[src/core/fpp_defines.vh]
// Constants for the flash program and erase pacer.
// Assumes a single 25 MHz clock and a byte-addressed register port.
`ifndef FPP_DEFINES_VH
`define FPP_DEFINES_VH

// Clock rate and the microsecond tick derived from it.
`define FPP_CLK_MHZ 25
`define FPP_US_CYCLES (`FPP_CLK_MHZ)
`define FPP_US_PER_MS 1000

// Widths of timer loads, the pulse-time total and the pass counter.
`define FPP_TW 14
`define FPP_AW 21
`define FPP_IW 9

// Program timing, in microseconds unless marked in milliseconds; the last two entries are pass counts.
`define FPP_T_UNLOCK_US 10
`define FPP_T_PSETUP_US 50
`define FPP_T_PPULSE_MIN_US 150
`define FPP_T_PPULSE_MAX_US 500
`define FPP_T_PPOST_US 10
`define FPP_T_PSU_OFF_US 10
`define FPP_T_PV_US 4
`define FPP_T_DUMMY_US 2
`define FPP_T_PV_OFF_US 4
`define FPP_T_PROG_TOTAL_MS 200
`define FPP_PROG_LIMIT 403
`define FPP_MIN_PULSE_PASSES 4

// Erase timing, in microseconds unless marked in milliseconds; the last entry is a pass count.
`define FPP_T_ESETUP_US 200
`define FPP_T_EPULSE_MIN_MS 5
`define FPP_T_EPULSE_MAX_MS 10
`define FPP_T_EPOST_US 10
`define FPP_T_ESU_OFF_US 10
`define FPP_T_EV_US 20
`define FPP_T_EV_OFF_US 5
`define FPP_T_ERASE_TOTAL_MS 1200
`define FPP_ERASE_LIMIT 120

// Register byte offsets.
`define FPP_REG_CTRL 8'h00
`define FPP_REG_PLEN 8'h04
`define FPP_REG_ELEN 8'h08
`define FPP_REG_PLIM 8'h0c
`define FPP_REG_ELIM 8'h10
`define FPP_REG_STAT 8'h14
`define FPP_REG_ITER 8'h18
`define FPP_REG_ACC 8'h1c

// Control and status bit positions.
`define FPP_CTRL_PROG 0
`define FPP_CTRL_ERASE 1
`define FPP_CTRL_ABORT 2
`define FPP_STAT_BUSY 0
`define FPP_STAT_DONE 1
`define FPP_STAT_FAIL 2
`define FPP_STAT_ERASE 3

`endif

[src/core/fpp_us_timer.v]
// Microsecond wait timer for the flash pacer.
// Assumes load is a one-cycle pulse and the loaded value is nonzero.
`timescale 1ns/1ps
`default_nettype none
`include "fpp_defines.vh"

module fpp_us_timer (
  input wire clk,
  input wire nrst,
  input wire load,
  input wire [`FPP_TW-1:0] load_us,
  output wire expired
);

  localparam [4:0] DIV_LAST = `FPP_US_CYCLES - 1;
  localparam [`FPP_TW-1:0] ONE_US = 14'h0001;

  reg [4:0] div_q;
  reg [`FPP_TW-1:0] cnt_q;

  // The divider restarts on every load, so N ticks are N whole microseconds.
  always @(posedge clk) begin
    if (!nrst) begin
      div_q <= 5'h00;
      cnt_q <= 14'h0000;
    end else if (load) begin
      div_q <= 5'h00;
      cnt_q <= load_us;
    end else if (cnt_q != 14'h0000) begin
      if (div_q == DIV_LAST) begin
        div_q <= 5'h00;
        cnt_q <= cnt_q - ONE_US;
      end else begin
        div_q <= div_q + 5'h01;
      end
    end
  end

  assign expired = (cnt_q == 14'h0000) && !load;

endmodule
`default_nettype wire

[src/core/fpp_pacer.v]
// Flash program and erase pacer: drives the flash control bits in order.
// Assumes the flash answers a verify read in the cycle after flash_rd.
`timescale 1ns/1ps
`default_nettype none
`include "fpp_defines.vh"

module fpp_pacer #(
  parameter ERASE_SETUP_US = `FPP_T_ESETUP_US,
  parameter ERASE_PULSE_MIN_US = `FPP_T_EPULSE_MIN_MS * `FPP_US_PER_MS,
  parameter ERASE_PULSE_MAX_US = `FPP_T_EPULSE_MAX_MS * `FPP_US_PER_MS,
  parameter PROG_PULSE_MAX_US = `FPP_T_PPULSE_MAX_US,
  parameter PROG_TOTAL_US = `FPP_T_PROG_TOTAL_MS * `FPP_US_PER_MS,
  parameter ERASE_TOTAL_US = `FPP_T_ERASE_TOTAL_MS * `FPP_US_PER_MS
) (
  input wire clk,
  input wire nrst,
  input wire [7:0] reg_addr,
  input wire [31:0] reg_wdata,
  input wire reg_wr,
  input wire reg_rd,
  output wire [31:0] reg_rdata,
  output wire flash_write_unlock,
  output wire program_setup,
  output wire program_pulse,
  output wire write_verify,
  output wire clear_setup,
  output wire clear_pulse,
  output wire clear_verify,
  output wire flash_dummy_wr,
  output wire flash_rd,
  input wire flash_verify_ok,
  output wire busy,
  output wire done,
  output wire fail
);

  localparam [3:0] S_IDLE = 4'h0;
  localparam [3:0] S_UNLOCK = 4'h1;
  localparam [3:0] S_CHECK = 4'h2;
  localparam [3:0] S_SETUP = 4'h3;
  localparam [3:0] S_PULSE = 4'h4;
  localparam [3:0] S_PULSE_OFF = 4'h5;
  localparam [3:0] S_SETUP_OFF = 4'h6;
  localparam [3:0] S_VERIFY = 4'h7;
  localparam [3:0] S_DUMMY = 4'h8;
  localparam [3:0] S_READ = 4'h9;
  localparam [3:0] S_VERIFY_OFF = 4'ha;

  localparam [`FPP_TW-1:0] T_UNLOCK = `FPP_T_UNLOCK_US;
  localparam [`FPP_TW-1:0] T_PSETUP = `FPP_T_PSETUP_US;
  localparam [`FPP_TW-1:0] T_PMIN = `FPP_T_PPULSE_MIN_US;
  localparam [`FPP_TW-1:0] T_PMAX = PROG_PULSE_MAX_US[`FPP_TW-1:0];
  localparam [`FPP_TW-1:0] T_PPOST = `FPP_T_PPOST_US;
  localparam [`FPP_TW-1:0] T_PSU_OFF = `FPP_T_PSU_OFF_US;
  localparam [`FPP_TW-1:0] T_PV = `FPP_T_PV_US;
  localparam [`FPP_TW-1:0] T_DUMMY = `FPP_T_DUMMY_US;
  localparam [`FPP_TW-1:0] T_PV_OFF = `FPP_T_PV_OFF_US;
  localparam [`FPP_TW-1:0] T_ESETUP = ERASE_SETUP_US[`FPP_TW-1:0];
  localparam [`FPP_TW-1:0] T_EMIN = ERASE_PULSE_MIN_US[`FPP_TW-1:0];
  localparam [`FPP_TW-1:0] T_EMAX = ERASE_PULSE_MAX_US[`FPP_TW-1:0];
  localparam [`FPP_TW-1:0] T_EPOST = `FPP_T_EPOST_US;
  localparam [`FPP_TW-1:0] T_ESU_OFF = `FPP_T_ESU_OFF_US;
  localparam [`FPP_TW-1:0] T_EV = `FPP_T_EV_US;
  localparam [`FPP_TW-1:0] T_EV_OFF = `FPP_T_EV_OFF_US;
  localparam [`FPP_AW-1:0] PROG_TOTAL = PROG_TOTAL_US[`FPP_AW-1:0];
  localparam [`FPP_AW-1:0] ERASE_TOTAL = ERASE_TOTAL_US[`FPP_AW-1:0];
  localparam [`FPP_IW-1:0] PROG_LIMIT = `FPP_PROG_LIMIT;
  localparam [`FPP_IW-1:0] ERASE_LIMIT = `FPP_ERASE_LIMIT;
  localparam [`FPP_IW-1:0] MIN_PASSES = `FPP_MIN_PULSE_PASSES;

  // Holds a value between two bounds.
  function [`FPP_TW-1:0] fpp_clamp;
    input [`FPP_TW-1:0] v;
    input [`FPP_TW-1:0] lo;
    input [`FPP_TW-1:0] hi;
    begin
      fpp_clamp = (v < lo) ? lo : ((v > hi) ? hi : v);
    end
  endfunction

  reg [3:0] state_q;
  reg erase_q;
  reg unlock_q;
  reg setup_q;
  reg pulse_q;
  reg verify_q;
  reg dummy_q;
  reg rd_q;
  reg rd_dly_q;
  reg ok_q;
  reg done_q;
  reg fail_q;
  reg tmr_load_q;
  reg [`FPP_TW-1:0] tmr_val_q;
  reg [`FPP_TW-1:0] plen_q;
  reg [`FPP_TW-1:0] elen_q;
  reg [`FPP_IW-1:0] plim_q;
  reg [`FPP_IW-1:0] elim_q;
  reg [`FPP_IW-1:0] iter_q;
  reg [`FPP_AW-1:0] acc_q;
  reg [31:0] rdata_q;
  reg [31:0] rdata_d;

  wire tmr_exp;
  wire wr_ctrl;
  wire start_prog;
  wire start_erase;
  wire abort_req;
  wire [`FPP_TW-1:0] pass_len;
  wire [`FPP_AW-1:0] acc_next;
  wire [`FPP_TW-1:0] plim_fit;
  wire [`FPP_TW-1:0] elim_fit;
  wire limit_hit;

  fpp_us_timer u_timer (
    .clk(clk),
    .nrst(nrst),
    .load(tmr_load_q),
    .load_us(tmr_val_q),
    .expired(tmr_exp)
  );

  assign wr_ctrl = reg_wr && (reg_addr == `FPP_REG_CTRL);
  assign start_prog = wr_ctrl && reg_wdata[`FPP_CTRL_PROG];
  assign start_erase = wr_ctrl && reg_wdata[`FPP_CTRL_ERASE];
  assign abort_req = wr_ctrl && reg_wdata[`FPP_CTRL_ABORT];

  // Early program passes are forced to the shortest pulse.
  assign pass_len = erase_q ? elen_q :
    ((iter_q < MIN_PASSES) ? T_PMIN : plen_q);
  assign acc_next = acc_q + {{(`FPP_AW - `FPP_TW){1'h0}}, pass_len};
  // A pass is refused if it would break the count or the total pulse time.
  assign limit_hit = (iter_q >= (erase_q ? elim_q : plim_q)) ||
    (acc_next > (erase_q ? ERASE_TOTAL : PROG_TOTAL));
  assign plim_fit = fpp_clamp({5'h00, reg_wdata[`FPP_IW-1:0]}, 14'h0001,
    {5'h00, PROG_LIMIT});
  assign elim_fit = fpp_clamp({5'h00, reg_wdata[`FPP_IW-1:0]}, 14'h0001,
    {5'h00, ERASE_LIMIT});

  // Configuration registers; lengths and limits are held inside bounds.
  always @(posedge clk) begin
    if (!nrst) begin
      plen_q <= T_PMIN;
      elen_q <= T_EMAX;
      plim_q <= PROG_LIMIT;
      elim_q <= ERASE_LIMIT;
    end else if (reg_wr) begin
      case (reg_addr)
        `FPP_REG_PLEN: begin
          plen_q <= fpp_clamp(reg_wdata[`FPP_TW-1:0], T_PMIN, T_PMAX);
        end
        `FPP_REG_ELEN: begin
          elen_q <= fpp_clamp(reg_wdata[`FPP_TW-1:0], T_EMIN, T_EMAX);
        end
        `FPP_REG_PLIM: plim_q <= plim_fit[`FPP_IW-1:0];
        `FPP_REG_ELIM: elim_q <= elim_fit[`FPP_IW-1:0];
        default: plen_q <= plen_q;
      endcase
    end
  end

  // Sequencer: each wait is timed from the edge after the one on which the bits changed.
  always @(posedge clk) begin
    if (!nrst) begin
      state_q <= S_IDLE;
      erase_q <= 1'h0;
      unlock_q <= 1'h0;
      setup_q <= 1'h0;
      pulse_q <= 1'h0;
      verify_q <= 1'h0;
      dummy_q <= 1'h0;
      rd_q <= 1'h0;
      rd_dly_q <= 1'h0;
      ok_q <= 1'h0;
      done_q <= 1'h0;
      fail_q <= 1'h0;
      tmr_load_q <= 1'h0;
      tmr_val_q <= 14'h0000;
      iter_q <= 9'h000;
      acc_q <= 21'h000000;
    end else begin
      tmr_load_q <= 1'h0;
      dummy_q <= 1'h0;
      rd_q <= 1'h0;
      rd_dly_q <= rd_q;
      // Abort and a refused pass both end the operation with every bit off.
      if ((abort_req && (state_q != S_IDLE)) ||
        ((state_q == S_CHECK) && limit_hit)) begin
        state_q <= S_IDLE;
        unlock_q <= 1'h0;
        setup_q <= 1'h0;
        pulse_q <= 1'h0;
        verify_q <= 1'h0;
        fail_q <= 1'h1;
      end else begin
        case (state_q)
          S_IDLE: begin
            if (start_prog || start_erase) begin
              erase_q <= !start_prog;
              unlock_q <= 1'h1;
              done_q <= 1'h0;
              fail_q <= 1'h0;
              iter_q <= 9'h000;
              acc_q <= 21'h000000;
              tmr_load_q <= 1'h1;
              tmr_val_q <= T_UNLOCK;
              state_q <= S_UNLOCK;
            end
          end
          S_UNLOCK: begin
            if (tmr_exp) state_q <= S_CHECK;
          end
          S_CHECK: begin
            setup_q <= 1'h1;
            tmr_load_q <= 1'h1;
            tmr_val_q <= erase_q ? T_ESETUP : T_PSETUP;
            state_q <= S_SETUP;
          end
          S_SETUP: begin
            if (tmr_exp) begin
              pulse_q <= 1'h1;
              iter_q <= iter_q + 9'h001;
              acc_q <= acc_next;
              tmr_load_q <= 1'h1;
              tmr_val_q <= pass_len;
              state_q <= S_PULSE;
            end
          end
          S_PULSE: begin
            if (tmr_exp) begin
              pulse_q <= 1'h0;
              tmr_load_q <= 1'h1;
              tmr_val_q <= erase_q ? T_EPOST : T_PPOST;
              state_q <= S_PULSE_OFF;
            end
          end
          S_PULSE_OFF: begin
            if (tmr_exp) begin
              setup_q <= 1'h0;
              tmr_load_q <= 1'h1;
              tmr_val_q <= erase_q ? T_ESU_OFF : T_PSU_OFF;
              state_q <= S_SETUP_OFF;
            end
          end
          S_SETUP_OFF: begin
            if (tmr_exp) begin
              verify_q <= 1'h1;
              tmr_load_q <= 1'h1;
              tmr_val_q <= erase_q ? T_EV : T_PV;
              state_q <= S_VERIFY;
            end
          end
          S_VERIFY: begin
            if (tmr_exp) begin
              dummy_q <= 1'h1;
              tmr_load_q <= 1'h1;
              tmr_val_q <= T_DUMMY;
              state_q <= S_DUMMY;
            end
          end
          S_DUMMY: begin
            if (tmr_exp) begin
              rd_q <= 1'h1;
              state_q <= S_READ;
            end
          end
          S_READ: begin
            // The read answer stands in the cycle after the read strobe.
            if (rd_dly_q) begin
              ok_q <= flash_verify_ok;
              verify_q <= 1'h0;
              tmr_load_q <= 1'h1;
              tmr_val_q <= erase_q ? T_EV_OFF : T_PV_OFF;
              state_q <= S_VERIFY_OFF;
            end
          end
          S_VERIFY_OFF: begin
            if (tmr_exp) begin
              if (ok_q) begin
                unlock_q <= 1'h0;
                done_q <= 1'h1;
                state_q <= S_IDLE;
              end else begin
                state_q <= S_CHECK;
              end
            end
          end
          default: begin
            state_q <= S_IDLE;
            unlock_q <= 1'h0;
            setup_q <= 1'h0;
            pulse_q <= 1'h0;
            verify_q <= 1'h0;
          end
        endcase
      end
    end
  end

  // Register read port; data stands only in the cycle after the strobe.
  always @* begin
    rdata_d = 32'h00000000;
    case (reg_addr)
      `FPP_REG_PLEN: rdata_d[`FPP_TW-1:0] = plen_q;
      `FPP_REG_ELEN: rdata_d[`FPP_TW-1:0] = elen_q;
      `FPP_REG_PLIM: rdata_d[`FPP_IW-1:0] = plim_q;
      `FPP_REG_ELIM: rdata_d[`FPP_IW-1:0] = elim_q;
      `FPP_REG_STAT: begin
        rdata_d[`FPP_STAT_BUSY] = (state_q != S_IDLE);
        rdata_d[`FPP_STAT_DONE] = done_q;
        rdata_d[`FPP_STAT_FAIL] = fail_q;
        rdata_d[`FPP_STAT_ERASE] = erase_q;
      end
      `FPP_REG_ITER: rdata_d[`FPP_IW-1:0] = iter_q;
      `FPP_REG_ACC: rdata_d[`FPP_AW-1:0] = acc_q;
      default: rdata_d = 32'h00000000;
    endcase
  end

  always @(posedge clk) begin
    if (!nrst || !reg_rd) begin
      rdata_q <= 32'h00000000;
    end else begin
      rdata_q <= rdata_d;
    end
  end

  assign reg_rdata = rdata_q;
  assign flash_write_unlock = unlock_q;
  assign program_setup = setup_q && !erase_q;
  assign program_pulse = pulse_q && !erase_q;
  assign write_verify = verify_q && !erase_q;
  assign clear_setup = setup_q && erase_q;
  assign clear_pulse = pulse_q && erase_q;
  assign clear_verify = verify_q && erase_q;
  assign flash_dummy_wr = dummy_q;
  assign flash_rd = rd_q;
  assign busy = (state_q != S_IDLE);
  assign done = done_q;
  assign fail = fail_q;

endmodule
`default_nettype wire

[config.mk]
export PLATFORM = sky130hd
export DESIGN_NAME = fpp_pacer
export DESIGN_NICKNAME = d
export VERILOG_FILES = /design/src/core/fpp_us_timer.v /design/src/core/fpp_pacer.v
export VERILOG_INCLUDE_DIRS = /design/src /design/src/core
export SDC_FILE = /design/constraint.sdc
export NUM_CORES = 1
export LEC_CHECK = 0
export BUFFER_PORTS_ARGS = -buffer_cell sky130_fd_sc_hd__buf_2
export CORE_UTILIZATION = 59
export DETAILED_ROUTE_END_ITERATION = 8
export GPL_ROUTABILITY_DRIVEN = 0
export PLACE_DENSITY = 0.83
export SLEW_MARGIN = 5
export SYNTH_ARGS = -nofsm -noshare
export SYNTH_HDL_FRONTEND = slang
export SYNTH_SLANG_ARGS = --single-unit
export TNS_END_PERCENT = 20
[constraint.sdc]
create_clock -name clk -period 5.5 [get_ports clk]
set_input_delay 1.375 -clock clk [delete_from_list [all_inputs] [get_ports clk]]
set_output_delay 1.375 -clock clk [all_outputs]
set_load 0.01 [all_outputs]
==> results of run 1 <==
==> cells in the mapped netlist (11+ instances only) <==
master and instances:
xnor2_1 16, and2_1 11, inv_1 23, dfxtp_1 146
xor2_1 13, a22oi_1 18, a21oi_1 102, or3_1 14
nand3_1 39, a211oi_1 11, nand4_1 12, nand2b_1 11
buf_4 11, o21ai_0 49, nor2b_1 13, nor2_1 117
clkbuf_1 53, mux2i_1 30, nor4_1 14, and3_1 22
ha_1 35, a22o_1 13, nand3b_1 11, a31oi_1 11
a21o_1 11, nor3_1 19, nand2_1 106
==> final cells by class <==
class / instances / area, µm² / share of cell area
Tap cell: 176 / 220 / 0.0235
Inverter: 24 / 90.1 / 0.00960
Timing Repair Buffer: 85 / 503 / 0.0536
Clock inverter: 9 / 150 / 0.0160
Multi-Input combinational cell: 809 / 5000 / 0.533
Sequential cell: 146 / 2920 / 0.312
Clock buffer: 23 / 498 / 0.0531
==> power groups by stage <==
stage	clock network [µW]	registers, µW	logic, µW
global route	1310	1070	101
global placement	0	1090	89.1
floorplan	0	1080	70.9
finish	1260	1070	93.6
CTS	1270	1070	91.4
detailed placement	0	1090	90.3
==> what timing repair did <==
item	CTS	global route
hold buffers	0	0
endpoints found under the setup margin	13	15
pin swaps	1	0
buffers inserted	2	0
resized for setup	0	3
==> sequential cells by signal, summed over array words and instances, names as in the netlist, 4 cells and up <==
signal / cells
acc_q: 21
reg_rdata: 21
elen_q: 14
plen_q: 14
tmr_val_q: 14
u_timer.cnt_q: 14
elim_q: 9
iter_q: 9
plim_q: 9
u_timer.div_q: 5
state_q: 4
==> critical path: stages (launching register included) <==
cell      delay (ns)
dfxtp_1         0.32
nor4_2          0.42
a21oi_1         0.16
buf_4           0.21
a22o_1          0.25
ha_1            0.36
o211ai_1        0.23
a21oi_2         0.08
o21ai_2         0.30
a211oi_2        0.14
and3_1          0.24
xor2_1          0.15
ha_1            0.33
nand2_1         0.06
mux2_2          0.28
or4_1           0.64
o211ai_2        0.25
o211ai_2        0.18
nor2_4          0.15
buf_12          0.15
mux2i_1         0.21
==> layer usage <==
layer / routed length (µm) / part of all wire / GRT usage
met5: 0 / 0 / 0
met4: 906 / 0.039 / 0.162
met3: 2070 / 0.089 / 0.0722
met2: 10400 / 0.45 / 0.495
met1: 9810 / 0.42 / 0.432
==> cell families after synthesis <==
group / count (synthesis) / share of synthesized area
AOI/OAI and AO/OA: 287 / 0.224
xor gates and xnor gates: 29 / 0.0308
adders and majority gates: 36 / 0.0554
buffers and inverters: 93 / 0.0488
DFF: 146 / 0.354
muxes: 33 / 0.0404
other: 1 / 0.000454
and+or+nand+nor: 413 / 0.246
==> worst paths after layout <==
check                start       endpoint  slack [ns]  cells past startpoint
max              iter_q[5]   tmr_val_q[4]        0.30                     20
min          tmr_val_q[12]  tmr_val_q[12]        0.46                      2
max reg2reg      iter_q[5]   tmr_val_q[4]        0.30                     20
min reg2reg  tmr_val_q[12]  tmr_val_q[12]        0.46                      2
==> metrics by stage <==
stage | setup WS, ns | util
global route | 0.0551 | 0.697
CTS | 0.123 | 0.696
finish | 0.304 | 0.697
detailed placement | -0.0196 | 0.646
global placement | 0.0837 | 0.646
floorplan | 0.437 | -
==> reports/metrics.yaml, run 1 <==
place:
  hpwlAfterDp_mm: 16.5
  io_buffers: 59
  placed_cell_area_mm2: 0.00869
  dp.cells: 1238
logic_synthesis:
  synthFlopType: "dfxtp_1"
  ys_types: 78
  async_reset_ff_frac: 0
  synth_top_area_share: 0.354
  synth_area_per_cell_um2: 7.96
  synth-edff-count: 0
  yosysSeqAreaShare: 0.354
  ys_ff_latch: 146
  ys_top_cells_by_area: "dfxtp_1, a21oi_1, nor2_1"
  yosysTopAreaCell: "dfxtp_1"
  synth.cell_area_mm2: 0.00826
  ys.warnings.count: 0
  syn_inst: 1038
worst_setup_path:
  cp-end-kind: "flip-flop"
  crit_path_max_fanout: 9
  startpoint_type: "flip-flop"
  crit_required_ns: 5.85
  crit_type: "reg -> reg"
  worst_ep_arrival_time_ns: 5.54
power_and_ir_drop:
  ir_drop_mv: 0.205
  clock_power_share: 0.520
  swShare: 0.213
  internal_power_uw: 1900
  combPwrFrac: 0.039
  power_frac_seq: 0.441
  powerDensity_mw_per_mm2: 258
  total_power_uw: 2420
  power_switching_uw: 516
  p_leak_uw: 0.00380
routing:
  ant_nets: 0
  vias: 8071
  viasPerCell: 6.35
  drt_iter0_drc: 806
  post_drt_wl_per_cell_um: 18.3
  drt_pass1_iterations: 6
  routed_wl_mm: 23.2
  drc: 0
final_layout:
  drive_gt1_frac: 0.126
  synthToLayoutAreaGrowth_pct: 13.6
  num_antenna_cells: 0
  finalNetCount: 1164
  final_area_mm2: 0.00938
  fillers: 1098
  instances_no_fill: 1272
  mostFrequentLayoutCell: "dfxtp_1"
  mostFrequentLayoutCells: "dfxtp_1, nor2_1, nand2_1, a21oi_1, buf_2"
cts:
  numCtsBuffers: 17
  cts_sinks: 146
  clock_latency_ns: 0.43
  cts_tree: "yes"
  clkTransAtPathRegs_ns: 0.06
  cts_root_buf: "clkbuf_16"
  htreeDepth: 4
  cts_buffer_depth: 2
sta:
  rsz0062_at_grt: "no"
  fin_crit_ns: 5.20
  setup_viol: 0
  hold_viol_final: 0
  setup_tns_ns: 0
  tightest_slew_ns: 1.11
  min_period_over_period: 0.945
  holdWs_ns: 0.463
  relSlewSlack: 0.256
  fmax_mhz: 192
  slew_violations: 0
  finalClockSkew_ns: 0.00810
global_route:
  grt_pass1_vias: 7187
  grt_max_degree: 47
  grt_pass1_wl_mm: 36.7
  grt_use_total: 0.325
  grt-ovfl-total: 0
  antenna_found_initial: 0
die:
  start_util: 0.614
  dieArea_mm2: 0.0145
  io_pins: 89
  chipWidth_um: 120
  die_y_um: 120
  core_mm2: 0.0135
  rows: 42
hold_path:
  min_path_type: "reg -> reg"
run:
  drv_cap: 0
status:
  status: "finished, final reports clean"
No activity file was read; power rests on OpenSTA's default activity.
==> run 2, diff against run 1 <==
--- a/config.mk
+++ b/config.mk
@@ -7,10 +7,11 @@
 export NUM_CORES = 1
 export LEC_CHECK = 0
 export BUFFER_PORTS_ARGS = -buffer_cell sky130_fd_sc_hd__buf_2
+export CORE_ASPECT_RATIO = 1.2
 export CORE_UTILIZATION = 59
 export DETAILED_ROUTE_END_ITERATION = 8
 export GPL_ROUTABILITY_DRIVEN = 0
-export PLACE_DENSITY = 0.83
+export PLACE_DENSITY = 0.8
 export SLEW_MARGIN = 5
 export SYNTH_ARGS = -nofsm -noshare
 export SYNTH_HDL_FRONTEND = slang
==> reports/metrics.yaml, run 2 (synthesis results as in run 1) <==
status:
  status: "finished, final reports clean"
worst_setup_path:
  cp_num_buf_inv: 2  # unchanged
  regToRegStartpoint: "iter_q[5]"
  critPathMaxStageDelay_ns: 0.60  # -0.04 ns
  path_cells: "nor4_2, a21oi_1, buf_4, a22o_1, ha_1, o21ai_0, nand3_1, nand4_1, a211oi_1, and3_1, xor2_1, ha_1, nand2_1, mux2_2, or4_1, o211ai_2, o211ai_2, nor2_4, buf_12, mux2i_1"
  endpoint: "tmr_val_q[1]"
  crit_path_max_fanout: 13  # +4
  r2r-end: "tmr_val_q[1]"
  startpoint_type: "flip-flop"
  cp-end-kind: "flip-flop"
  worst_ep_arrival_time_ns: 5.45  # -0.09 ns
  crit_type: "reg -> reg"
  crit_required_ns: 5.86  # about the same
  rrSetupSlack_ns: 0.42  # +0.11 ns
  path_depth: 20  # unchanged
  crit_path_start: "iter_q[5]"
  reg2reg_depth: 20  # unchanged
  crit_family: "simple AND/OR/NAND/NOR gates"
  slowest_stage: "or4_1"
sta:
  fin_crit_ns: 5.08  # -0.111 ns
  setup_viol: 0  # unchanged
  hold_viol_final: 0  # unchanged
  relSlewSlack: 0.198  # -0.0580
  tightest_slew_ns: 1.19  # +0.0864 ns
  fmax_mhz: 197  # +2.2%
  worst_slack_ns: 0.415  # +0.111 ns
  finalClockSkew_ns: 0.00973  # +0.00163 ns
  min_period_over_period: 0.925  # -0.0203
  slew_violations: 0  # unchanged
  rsz0062_at_grt: "no"
  setup_tns_ns: 0  # unchanged
global_route:
  antenna_found_initial: 0  # unchanged
  grt_pass1_wl_mm: 38.0  # +3.4%
  grt-ovfl-total: 0  # unchanged
  grt_max_degree: 49  # +4.3%
  grt_pass1_vias: 7475  # +4.0%
  grt_use_total: 0.341  # +0.0168
die:
  dieArea_mm2: 0.0145  # about the same
  core_mm2: 0.0137  # +1.9%
  io_pins: 89  # unchanged
  die_y_um: 132  # +9.4%
  chipWidth_um: 110  # -8.6%
  rows: 47  # +12%
  start_util: 0.603  # -0.0112
place:
  hpwlAfterDp_mm: 16.7  # +1.8%
  io_buffers: 59  # unchanged
  post-place-ws_ns: 0.102  # +0.121 ns
routing:
  ant_nets: 0  # unchanged
  drc: 0  # unchanged
  vias: 8075  # +0.050%
  drt_pass1_iterations: 7  # +1
  post_drt_wl_per_cell_um: 18.6  # +2.1%
  drt_iter0_drc: 708  # -12%
  routed_wl_mm: 23.6  # +1.6%
  viasPerCell: 6.38  # +0.60%
power_and_ir_drop:
  power_frac_seq: 0.463  # +0.022
  power_switching_uw: 561  # +8.7%
  combPwrFrac: 0.041  # +0.002
  clock_power_share: 0.497  # -0.023
  internal_power_uw: 1740  # -8.4%
  p_leak_uw: 0.00376  # -1.3%
  ir_drop_mv: 0.239  # +17%
  powerDensity_mw_per_mm2: 248  # -3.8%
  swShare: 0.243  # +0.0300
final_layout:
  finalNetCount: 1162  # -0.17%
  multi_input_area_mm2: 0.00499  # -0.10%
  drive_gt1_frac: 0.122  # -0.00343
  mostFrequentLayoutCell: "dfxtp_1"
  regArea_mm2: 0.00292  # unchanged
  synthToLayoutAreaGrowth_pct: 12.4
  fillers: 1173  # +6.8%
  num_antenna_cells: 0  # unchanged
  mostFrequentLayoutCells: "dfxtp_1, nor2_1, nand2_1, a21oi_1, buf_2"
cts:
  cts_root_buf: "clkbuf_16"
  cts_buffer_depth: 2  # unchanged
  cts_sinks: 146  # unchanged
  clock_latency_ns: 0.43  # about the same
  htreeDepth: 4  # unchanged
  cts_tree: "yes"
  numCtsBuffers: 17  # unchanged
  clkTransAtPathRegs_ns: 0.07  # about the same
run:
  drv_cap: 0  # unchanged
hold_path:
  min_path_type: "reg -> reg"
[run 2: worst register-to-register path, delay by kind of cell, from the launching register on]
family                     cells  cell delay (ns)
xor gates and xnor gates       1             0.09
DFF                            1             0.32
and+or+nand+nor                7             1.77
muxes                          2             0.51
buffers and inverters          2             0.36
AOI/OAI and AO/OA              6             1.26
adders and majority gates      2             0.72
[run 2: timing repair]
action | 4_1_cts | 5_1_grt
hold buffers | 0 | 0
endpoints found under the setup margin | 0 | 14
resized for setup | 0 | 2
buffers inserted | 0 | 1
[run 2: final cells by class]
type / count / area share
Clock buffer: 21 / 0.0496
Clock inverter: 11 / 0.0127
Inverter: 24 / 0.00970
Multi-Input combinational cell: 809 / 0.538
Sequential cell: 146 / 0.315
Tap cell: 171 / 0.0230
Timing Repair Buffer: 83 / 0.0526
[run 2: through the flow]
| stage | utilization | cell area, µm² | std cells | hold slack [ns] | total power (µW) |
|---|---|---|---|---|---|
| finish | 0.678 | 9290 | 1265 | 0.448 | 2310 |
| CTS | 0.675 | 9260 | 1264 | 0.449 | 2310 |
| global placement | 0.633 | 8680 | 1232 | 0.436 | 1180 |
| floorplan | - | 8300 | 1048 | 0.432 | 1160 |
| detailed placement | 0.633 | 8680 | 1232 | 0.445 | 1180 |
| global route | 0.678 | 9290 | 1265 | 0.480 | 2370 |
[run 2: worst min-delay path by stage]
stage | from | to | slack [ns] | cells past startpoint
final | flash_rd | rd_dly_q | 0.45 | 1
after CTS | flash_rd | rd_dly_q | 0.45 | 1
after global routing | flash_rd | rd_dly_q | 0.48 | 1
after floorplan | tmr_val_q[9] | tmr_val_q[9] | 0.43 | 2
after global placement | flash_rd | rd_dly_q | 0.44 | 1
after detailed placement | flash_rd | rd_dly_q | 0.44 | 1
[run 2: power groups by stage]
stage | Clock, µW | Combinational (µW) | Sequential [µW]
3_3_place_gp | 0 | 89.5 | 1090
5_1_grt | 1200 | 102 | 1070
3_5_place_dp | 0 | 90.5 | 1090
4_1_cts | 1150 | 90.9 | 1070
2_1_floorplan | 0 | 70.9 | 1080
6_report | 1150 | 93.5 | 1070
[run 2: per-layer routing]
metal  wire length [µm]  vias up  GRT usage
met5                  0        -          0
met4               1340        0      0.199
met3               1870      101     0.0818
met2              11000      376      0.532
met1               9370     3756      0.422
li1                   -     3842          -
